`config.mk`:
```
export PLATFORM = sky130hd
export DESIGN_NAME = caw_watchdog
export DESIGN_NICKNAME = d
export VERILOG_FILES = /design/src/inc/caw_pkg.sv /design/src/hdl/caw_timebase.sv /design/src/hdl/caw_watchdog.sv
export SDC_FILE = /design/constraint.sdc
export NUM_CORES = 1
export LEC_CHECK = 0
export ABC_AREA = 1
export BUFFER_PORTS_ARGS = -buffer_cell sky130_fd_sc_hd__clkbuf_2
export CAP_MARGIN = 10
export CORE_AREA = 3 3 158 160
export DETAILED_ROUTE_END_ITERATION = 12
export DIE_AREA = 0 0 161 163
export SYNTH_ARGS = -nofsm -noshare
export SYNTH_HDL_FRONTEND = slang
export SYNTH_SLANG_ARGS = --single-unit
```
`constraint.sdc`:
```
create_clock -name CLK_I -period 2.16 [get_ports CLK_I]
set_input_delay 0.432 -clock CLK_I [delete_from_list [all_inputs] [get_ports CLK_I]]
set_output_delay 0.432 -clock CLK_I [all_outputs]
set_load 0.02 [all_outputs]
```
`src/inc/caw_pkg.sv`:
```
package caw_pkg;

    localparam int NUM_CH = 5;
    localparam int WD_CH = 4;

    // special function register addresses
    localparam logic [7:0] ADDR_CONTROL = 8'hD8;
    localparam logic [7:0] ADDR_MODE = 8'hD9;
    localparam logic [7:0] ADDR_COUNT_LOW = 8'hF9;
    localparam logic [7:0] ADDR_COUNT_HIGH = 8'hFA;
    localparam logic [NUM_CH-1:0][7:0] ADDR_CH_MODE = {8'hDE, 8'hDD, 8'hDC, 8'hDB, 8'hDA};
    localparam logic [NUM_CH-1:0][7:0] ADDR_CH_CMP_LOW = {8'hED, 8'hE1, 8'hEB, 8'hE9, 8'hFB};
    localparam logic [NUM_CH-1:0][7:0] ADDR_CH_CMP_HIGH = {8'hEE, 8'hE2, 8'hEC, 8'hEA, 8'hFC};

    // control register fields
    localparam int CTL_OVF_FLAG = 7;
    localparam int CTL_RUN = 6;

    // array mode register fields
    localparam int MD_IDLE_SUSPEND = 7;
    localparam int MD_WD_ENABLE = 6;
    localparam int MD_WD_LOCK = 5;
    localparam int MD_TB_LSB = 1;
    localparam int MD_OVF_IRQ_EN = 0;

    // channel mode register fields
    localparam int CM_WIDE_PWM = 7;
    localparam int CM_CMP_EN = 6;
    localparam int CM_MATCH_EN = 3;
    localparam int CM_IRQ_EN = 0;

    localparam logic [7:0] MODE_RESET = 8'h40;
    localparam logic [7:0] BYTE_RESET = 8'h00;
    localparam logic [7:0] BYTE_ALL_ONES = 8'hFF;

    // timebase selections
    localparam logic [2:0] TB_DIV12 = 3'h0;
    localparam logic [2:0] TB_DIV4 = 3'h1;
    localparam logic [2:0] TB_TMR0 = 3'h2;
    localparam logic [2:0] TB_EXT_PIN = 3'h3;
    localparam logic [2:0] TB_SYSCLK = 3'h4;
    localparam logic [2:0] TB_EXT_OSC = 3'h5;

    localparam int PRESCALE_SLOW = 12;
    localparam int PRESCALE_FAST = 4;
    localparam logic [3:0] PRESCALE_LAST = 4'(PRESCALE_SLOW - 1);
    localparam logic [1:0] FAST_LAST = 2'(PRESCALE_FAST - 1);

    // default timeout: 256 array ticks at sysclk/12
    localparam int DEFAULT_TIMEOUT_TICKS = 256;
    localparam int DEFAULT_TIMEOUT_CYCLES = DEFAULT_TIMEOUT_TICKS * PRESCALE_SLOW;

endpackage

```
`src/hdl/caw_timebase.sv`:
```
`timescale 1ns/1ps
module caw_timebase (
    input wire logic clk_i,
    input wire logic rst_n_i,
    input wire logic [2:0] sel_i,
    input wire logic tmr0_ovf_i,
    input wire logic ext_pin_i,
    input wire logic ext_osc_tick_i,
    output logic tick_o
);
    typedef struct packed {
        logic [3:0] pre;
        logic s1;
        logic s2;
        logic s3;
        logic lvl;
    } caw_tb_state_t;

    caw_tb_state_t st_r;
    caw_tb_state_t st_nxt;
    logic pin_fall;

    always_comb begin
        st_nxt = st_r;
        st_nxt.pre = (st_r.pre == caw_pkg::PRESCALE_LAST) ? 4'h0 : st_r.pre + 4'h1;
        st_nxt.s1 = ext_pin_i;
        st_nxt.s2 = st_r.s1;
        st_nxt.s3 = st_r.s2;
        // only a level on which stages two and three agree is accepted
        pin_fall = 1'b0;
        if (st_r.s2 == st_r.s3 && st_r.s3 != st_r.lvl) begin
            st_nxt.lvl = st_r.s3;
            pin_fall = st_r.lvl;
        end
        case (sel_i)
            caw_pkg::TB_DIV12: tick_o = (st_r.pre == caw_pkg::PRESCALE_LAST);
            caw_pkg::TB_DIV4: tick_o = (st_r.pre[1:0] == caw_pkg::FAST_LAST);
            caw_pkg::TB_TMR0: tick_o = tmr0_ovf_i;
            caw_pkg::TB_EXT_PIN: tick_o = pin_fall;
            caw_pkg::TB_SYSCLK: tick_o = 1'b1;
            caw_pkg::TB_EXT_OSC: tick_o = ext_osc_tick_i;
            default: tick_o = 1'b0;
        endcase
    end

    always_ff @(posedge clk_i or negedge rst_n_i) begin
        if (!rst_n_i) begin
            st_r <= '{pre: 4'h0, s1: 1'b1, s2: 1'b1, s3: 1'b1, lvl: 1'b1};
        end else begin
            st_r <= st_nxt;
        end
    end
endmodule // caw_timebase

```
`src/hdl/caw_watchdog.sv`:
```
// Notes on behaviour
// - enabled watchdog uses channel four compare bytes
// - watchdog enable bit resets to one
// - enabled watchdog keeps counter running, except while idle suspend pauses it
// - run bit reads software value only
// - counter byte writes ignored while enabled
// - other mode bits frozen while enabled
// - channel four forced timer mode, writes blocked
// - compare high write reloads count plus offset
// - low overflow with high match resets system
// - timeout equals 256*offset plus 256 minus low
// - writing one to channel four flag resets
// - enable or lock bit enables watchdog
// - lock holds enable until reset, else clearable
// - defaults: divide by 12, low zero, offset zero
// - run bit starts and stops counter, resets zero
// - overflow sets flag, irq when enabled
// - idle suspend bit pauses array during idle
// - high byte read returns low-read snapshot
// - compare low write clears, high sets enable
// - timer mode flags on full counter match
`timescale 1ns/1ps
module caw_watchdog (
    input wire logic CLK_I,
    input wire logic RST_N_I,
    input wire logic [7:0] SFR_ADDR_I,
    input wire logic [7:0] SFR_WDATA_I,
    input wire logic SFR_WR_I,
    input wire logic SFR_RD_I,
    output logic [7:0] SFR_RDATA_O,
    input wire logic CPU_IDLE_I,
    input wire logic TMR0_OVF_I,
    input wire logic EXT_PIN_I,
    input wire logic EXT_OSC_TICK_I,
    output logic WDT_RESET_O,
    output logic IRQ_O,
    output logic WD_ENABLED_O,
    output logic CH0_WIDE_PWM_O
);
    localparam int N = caw_pkg::NUM_CH;
    localparam int W = caw_pkg::WD_CH;

    typedef struct packed {
        logic [15:0] cnt;
        logic [7:0] snap_high;
        logic run;
        logic ovf_flag;
        logic [N-1:0] match_flag;
        logic idle_suspend;
        logic wd_enable;
        logic wd_lock;
        logic [2:0] timebase;
        logic ovf_irq_en;
        logic [N-1:0][7:0] ch_mode;
        logic [N-1:0][7:0] cmp_low;
        logic [N-1:0][7:0] cmp_high;
        logic [7:0] rdata;
        logic wd_reset;
        logic irq;
    } caw_state_t;

    caw_state_t st_r;
    caw_state_t st_nxt;

    logic tick;
    logic wd_on;
    logic advance;
    logic [15:0] cnt_inc;
    logic low_wrap;
    logic [N-1:0] ch_mode_eff_cmp;
    logic [N-1:0] ch_mode_eff_match;
    logic [N-1:0] hw_match;
    logic [N-1:0] wr_mode;
    logic [N-1:0] wr_cmp_low;
    logic [N-1:0] wr_cmp_high;
    logic [N-1:0] rd_mode;
    logic [N-1:0] rd_cmp_low;
    logic [N-1:0] rd_cmp_high;
    logic wr_ctl;
    logic wr_md;
    logic wr_low;
    logic wr_high;
    logic rd_low;
    logic [7:0] rd_val;

    caw_timebase u_timebase (
        .clk_i(CLK_I),
        .rst_n_i(RST_N_I),
        .sel_i(st_r.timebase),
        .tmr0_ovf_i(TMR0_OVF_I),
        .ext_pin_i(EXT_PIN_I),
        .ext_osc_tick_i(EXT_OSC_TICK_I),
        .tick_o(tick)
    );

    assign wd_on = st_r.wd_enable | st_r.wd_lock;
    // counter forced on by the watchdog, idle suspend still applies
    assign advance = tick & (st_r.run | wd_on) & ~(st_r.idle_suspend & CPU_IDLE_I);
    assign cnt_inc = st_r.cnt + 16'h0001;
    assign low_wrap = advance & (st_r.cnt[7:0] == caw_pkg::BYTE_ALL_ONES);

    assign wr_ctl = SFR_WR_I & (SFR_ADDR_I == caw_pkg::ADDR_CONTROL);
    assign wr_md = SFR_WR_I & (SFR_ADDR_I == caw_pkg::ADDR_MODE);
    assign wr_low = SFR_WR_I & (SFR_ADDR_I == caw_pkg::ADDR_COUNT_LOW);
    assign wr_high = SFR_WR_I & (SFR_ADDR_I == caw_pkg::ADDR_COUNT_HIGH);
    assign rd_low = SFR_RD_I & (SFR_ADDR_I == caw_pkg::ADDR_COUNT_LOW);

    genvar g;
    generate
        for (g = 0; g < N; g++) begin : g_ch
            if (g == W) begin : g_wd
                // watchdog channel is pinned to software timer mode while the watchdog is on
                assign ch_mode_eff_cmp[g] = wd_on | st_r.ch_mode[g][caw_pkg::CM_CMP_EN];
                assign ch_mode_eff_match[g] = wd_on | st_r.ch_mode[g][caw_pkg::CM_MATCH_EN];
            end else begin : g_plain
                assign ch_mode_eff_cmp[g] = st_r.ch_mode[g][caw_pkg::CM_CMP_EN];
                assign ch_mode_eff_match[g] = st_r.ch_mode[g][caw_pkg::CM_MATCH_EN];
            end
            assign hw_match[g] = advance & ch_mode_eff_cmp[g] & ch_mode_eff_match[g]
                & (cnt_inc == {st_r.cmp_high[g], st_r.cmp_low[g]});
            assign wr_mode[g] = SFR_WR_I & (SFR_ADDR_I == caw_pkg::ADDR_CH_MODE[g]);
            assign wr_cmp_low[g] = SFR_WR_I & (SFR_ADDR_I == caw_pkg::ADDR_CH_CMP_LOW[g]);
            assign wr_cmp_high[g] = SFR_WR_I & (SFR_ADDR_I == caw_pkg::ADDR_CH_CMP_HIGH[g]);
            assign rd_mode[g] = (SFR_ADDR_I == caw_pkg::ADDR_CH_MODE[g]);
            assign rd_cmp_low[g] = (SFR_ADDR_I == caw_pkg::ADDR_CH_CMP_LOW[g]);
            assign rd_cmp_high[g] = (SFR_ADDR_I == caw_pkg::ADDR_CH_CMP_HIGH[g]);
        end
    endgenerate

    // read multiplexer
    always_comb begin
        rd_val = caw_pkg::BYTE_RESET;
        case (SFR_ADDR_I)
            caw_pkg::ADDR_CONTROL: begin
                // run bit shows software's own setting only
                rd_val = {st_r.ovf_flag, st_r.run, 1'b0, st_r.match_flag};
            end
            caw_pkg::ADDR_MODE: begin
                rd_val = {st_r.idle_suspend, st_r.wd_enable, st_r.wd_lock, 1'b0,
                    st_r.timebase, st_r.ovf_irq_en};
            end
            caw_pkg::ADDR_COUNT_LOW: rd_val = st_r.cnt[7:0];
            caw_pkg::ADDR_COUNT_HIGH: rd_val = st_r.snap_high;
            default: begin
                for (int i = 0; i < N; i++) begin
                    if (rd_mode[i]) begin
                        rd_val = st_r.ch_mode[i];
                    end
                    if (rd_cmp_low[i]) begin
                        rd_val = st_r.cmp_low[i];
                    end
                    if (rd_cmp_high[i]) begin
                        rd_val = st_r.cmp_high[i];
                    end
                end
            end
        endcase
    end

    always_comb begin
        st_nxt = st_r;
        st_nxt.wd_reset = 1'b0;

        // counter advance; software load takes priority when allowed
        if (advance) begin
            st_nxt.cnt = cnt_inc;
        end
        if (!wd_on) begin
            if (wr_low) begin
                st_nxt.cnt[7:0] = SFR_WDATA_I;
            end
            if (wr_high) begin
                st_nxt.cnt[15:8] = SFR_WDATA_I;
            end
        end

        // low byte read freezes the high byte for a later read
        if (rd_low) begin
            st_nxt.snap_high = st_r.cnt[15:8];
        end

        // control register: software writes, hardware set wins
        if (wr_ctl) begin
            st_nxt.ovf_flag = SFR_WDATA_I[caw_pkg::CTL_OVF_FLAG];
            st_nxt.run = SFR_WDATA_I[caw_pkg::CTL_RUN];
            st_nxt.match_flag = SFR_WDATA_I[N-1:0];
            if (wd_on && SFR_WDATA_I[W]) begin
                st_nxt.wd_reset = 1'b1;
            end
        end
        if (advance && st_r.cnt == 16'hFFFF) begin
            st_nxt.ovf_flag = 1'b1;
        end
        st_nxt.match_flag = st_nxt.match_flag | hw_match;

        // mode register: only enable and lock may move while enabled
        if (wr_md) begin
            if (!wd_on) begin
                st_nxt.idle_suspend = SFR_WDATA_I[caw_pkg::MD_IDLE_SUSPEND];
                st_nxt.timebase = SFR_WDATA_I[caw_pkg::MD_TB_LSB +: 3];
                st_nxt.ovf_irq_en = SFR_WDATA_I[caw_pkg::MD_OVF_IRQ_EN];
            end
            if (!st_r.wd_lock) begin
                st_nxt.wd_enable = SFR_WDATA_I[caw_pkg::MD_WD_ENABLE];
            end
            // lock can only be set, sticky until system reset
            st_nxt.wd_lock = st_r.wd_lock | SFR_WDATA_I[caw_pkg::MD_WD_LOCK];
        end

        for (int i = 0; i < N; i++) begin
            if (wr_mode[i] && !(i == W && wd_on)) begin
                st_nxt.ch_mode[i] = SFR_WDATA_I;
            end
            if (wr_cmp_low[i]) begin
                st_nxt.cmp_low[i] = SFR_WDATA_I;
                st_nxt.ch_mode[i][caw_pkg::CM_CMP_EN] = 1'b0;
            end
            if (wr_cmp_high[i]) begin
                if (i == W && wd_on) begin
                    // refresh: written value discarded, deadline moved forward
                    // sum wraps within the byte, as the deadline byte does
                    st_nxt.cmp_high[i] = 8'(st_r.cnt[15:8] + st_r.cmp_low[i]);
                end else begin
                    st_nxt.cmp_high[i] = SFR_WDATA_I;
                end
                st_nxt.ch_mode[i][caw_pkg::CM_CMP_EN] = 1'b1;
            end
        end

        // deadline hit: high matches while the low byte wraps
        if (wd_on && low_wrap && st_r.cmp_high[W] == st_r.cnt[15:8]) begin
            st_nxt.wd_reset = 1'b1;
        end

        if (SFR_RD_I) begin
            st_nxt.rdata = rd_val;
        end

        st_nxt.irq = (st_nxt.ovf_flag & st_nxt.ovf_irq_en);
        for (int i = 0; i < N; i++) begin
            if (st_nxt.match_flag[i] && st_nxt.ch_mode[i][caw_pkg::CM_IRQ_EN]) begin
                st_nxt.irq = 1'b1;
            end
        end
    end

    // every reset comes back with the watchdog armed
    always_ff @(posedge CLK_I or negedge RST_N_I) begin
        if (!RST_N_I) begin
            st_r <= '0;
            st_r.wd_enable <= caw_pkg::MODE_RESET[caw_pkg::MD_WD_ENABLE];
            st_r.timebase <= caw_pkg::TB_DIV12;
        end else begin
            st_r <= st_nxt;
        end
    end

    assign SFR_RDATA_O = st_r.rdata;
    assign WDT_RESET_O = st_r.wd_reset;
    assign IRQ_O = st_r.irq;
    assign WD_ENABLED_O = wd_on;
    assign CH0_WIDE_PWM_O = st_r.ch_mode[0][caw_pkg::CM_WIDE_PWM];

endmodule // caw_watchdog

```
==> impl_metrics.toml <==
[pwr]
power_frac_clock = 0.415
power_density_nw_per_um2 = 574.2
power.share.switching = 0.2797
pwr-share-seq = 0.477
combPwrFrac = 0.108
switchingPower_mw = 2.104
finalPower_mw = 7.519
internal-power_mw = 5.416
power.leakage_nw = 6.120
ir_worst_vdd_uv = 309.4

[synthesis]
ys.flop_type = "dfrtp_1"
async_flop_share = 1.000
yosysWarnings = 0
synth.area.top_cells = "dfrtp_1 41%, nand2_1 14%, o21ai_0 7.5%, nor2_1 5.0%, inv_1 4.0%"
synth_top_area_cell = "dfrtp_1"
netlist.area_leader.share = 0.4139
synth_edf_count = 0
ys_seq_area_frac = 0.4266
yosys.cell_types.count = 54
syn-cell-area_um2 = 10340
synthesis.instances = 1345
syn_area_per_cell_um2 = 7.687
synth_seq_cells = 176
syn_nets = 1379

[die]
die_w_um = 161
dieArea_um2 = 26240
rows = 56
coreArea_um2 = 23540
initial_core_util = 0.4391
dieHeight_um = 163
num_io_pins = 36

[flow_run]
maxCapViolCount = 0

[final_layout]
layout-drive-gt1-share = 0.2349
final_util = 0.5563
finalNonFillerCells = 1856
final_common_cell = "nand2_1"
syn2layout_area_growth_pct = 26.67
final_cell_mix = "367 x nand2_1, 166 x dfrtp_1, 149 x buf_4, 148 x o21ai_0, 128 x nor2_1"
fill_cells = 2256
layout.nets = 1558
diodes = 0

[global_routing]
grt_pass1_wl_um = 60600
overflow = 0
antenna_found_initial = 0
grt_pass1_vias = 9687
grt_usage = 0.3122
grt_max_degree = 70

[hold_path]
hold_class = "primary input to flop"
min_path_cells = 1

[critical_path]
path_class = "flop to flop"
worstPathArrival_ps = 2740
slowest_stage = "dfrtp_2"
cp_max_fo = 5
start_kind = "flop"
path_cells = "ha_4 -> inv_4 -> nor2_4 -> nand4_1 -> nor2_2 -> buf_4 -> nand3_1 -> o221ai_1 -> nand2_1 -> nand2_1 -> nor2_1 -> nand2_1"
critical_path_required_ps = 2540
end_kind = "flop"
cpPeakStageDelay_ps = 430
r2r_cells = 12
worst_path_most_repeated_cell = "nand2_1"

[sta]
finalClockSkew_ps = 10.49
slew_headroom = 0.6016
final_hold_viol_count = 0
timing.final.ws_setup_ps = -191.4
finalCritPeriodShare = 1.089
setup_violations = 3
finalCriticalPeriod_ps = 2351
slew_violations = 0
hold_ws_ps = 63.65
worstMarginPinSlew_ps = 596.0
rsz0062_at_grt = "yes"
fmax_mhz = 425.3

[detailed_routing]
drt_iter0_drc = 1234
ant_nets = 0
dr_total_vias = 10250
drc = 0
drt_wl_total_um = 40680
wl_per_cell_um = 21.92
firstDrtPassIters = 6
via_per_inst = 5.524

[place]
pre_cts_slack_ps = -353.5
hpwl_um = 30030
dp_cells = 1806
portBuffers = 35
gp_congestion = 1.001

[clock_network]
cts_root_buffer = "clkbuf_16"
cts.htree.levels = 4
cts_tree = "yes"
clk_pin_slew_ps = 70
cts-buffers-inserted = 17
insertion_delay_ps = 450
clockBufferDepth = 2
clock_sinks = 176

[status]
violations = "negative setup slack"
outcome = "finished, violations left"
-- cell usage after synthesis (all sizes together) (4+ instances only) --
cell	count
dfrtp	171
nor2	165
o221ai	4
nand4	33
xnor3	9
nand2	403
nand3	76
o21ai	160
nor3	5
nand3b	13
xor2	32
ha	9
buf	17
nor3b	5
a221oi	6
a21oi	25
inv	114
xnor2	23
clkbuf	33
dfstp	5
o22ai	6
a22oi	7
-- flip-flops by register name (all words and copies together) (netlist names) --
name / cells
WDT_RESET_O: 1
u_timebase.st_nxt: 2
st_r: 149
ch_mode_eff_cmp: 4
SFR_RDATA_O: 8
u_timebase.st_r: 6
CH0_WIDE_PWM_O: 1
IRQ_O: 1
ch_mode_eff_match: 4
-- final timing paths --
check | start | end | slack [ps]
setup reg to reg | st_r[152] | IRQ_O | -190
setup / recovery | st_r[152] | IRQ_O | -190
max in group asynchronous | RST_N_I | st_r[78] | 970
min in group asynchronous | RST_N_I | st_r[145] | 410
hold reg to reg | u_timebase.st_nxt[2] | u_timebase.st_nxt[1] | 360
hold / removal | EXT_PIN_I | u_timebase.st_nxt[2] | 60
-- power by group through the flow --
stage,Clock [mW],Combinational [mW],Sequential [mW]
2_1_floorplan,0,0.413,3.59
3_3_place_gp,0,0.746,3.64
3_5_place_dp,0,0.755,3.64
4_1_cts,3.15,0.771,3.57
5_1_grt,3.28,0.885,3.59
6_report,3.12,0.811,3.59
-- per-layer routing --
layer / up-vias / share of wire / global-route usage
met2: 489 / 0.45 / 0.4925
met5: - / 0 / 0
met4: 0 / 0.028 / 0.1040
met1: 4942 / 0.44 / 0.4343
met3: 85 / 0.086 / 0.06027
li1: 4737 / - / -
-- layout make-up --
class / count / area, um^2 / area share
multi-input cells: 1003 / 5548 / 0.4236
well taps: 319 / 399.1 / 0.03048
clock inverters: 13 / 122.6 / 0.009363
flip-flops and latches: 176 / 4417 / 0.3373
inverters: 116 / 445.4 / 0.03401
clock buffers: 19 / 452.9 / 0.03458
repair buffers: 210 / 1712 / 0.1307
-- cell families (layout without fill, tap and decap cells) --
logic type | Yosys count | in the layout | synth area share
compound gates | 224 | 224 | 0.1209
buf+inv | 166 | 358 | 0.06487
flops | 176 | 176 | 0.4266
xor+xnor | 64 | 64 | 0.06692
fa+ha+maj | 11 | 11 | 0.01380
simple gates | 704 | 704 | 0.3069
-- per-stage QoR --
| step | setup TNS (ps) | instance area [um^2] |
|---|---|---|
| 5_1_grt | -503.5 | 13100 |
| 4_1_cts | -83.89 | 12790 |
| 6_report | -264.4 | 13100 |
| 3_5_place_dp | -2207 | 12030 |
| 2_1_floorplan | 0 | 10340 |
| 3_3_place_gp | -1802 | 12030 |
-- repair_timing --
item                                    in CTS  in global routing
resized for setup                           28                 65
setup buffers                                7                 13
pin swaps                                   21                 40
hold endpoints to repair                    20                  0
hold buffers                                 1                  0
endpoints found under the setup margin       8                 21
-- worst max-delay path, delay by kind of cell (launching register included) --
family                   cells  cell delay, ps
buffers and inverters        2             190
AO/OA/AOI/OAI                1             400
adder cells (fa/ha/maj)      1             170
flip-flops                   1             430
AND/OR/NAND/NOR              8            1080
Power figures use the tool's default switching activity.
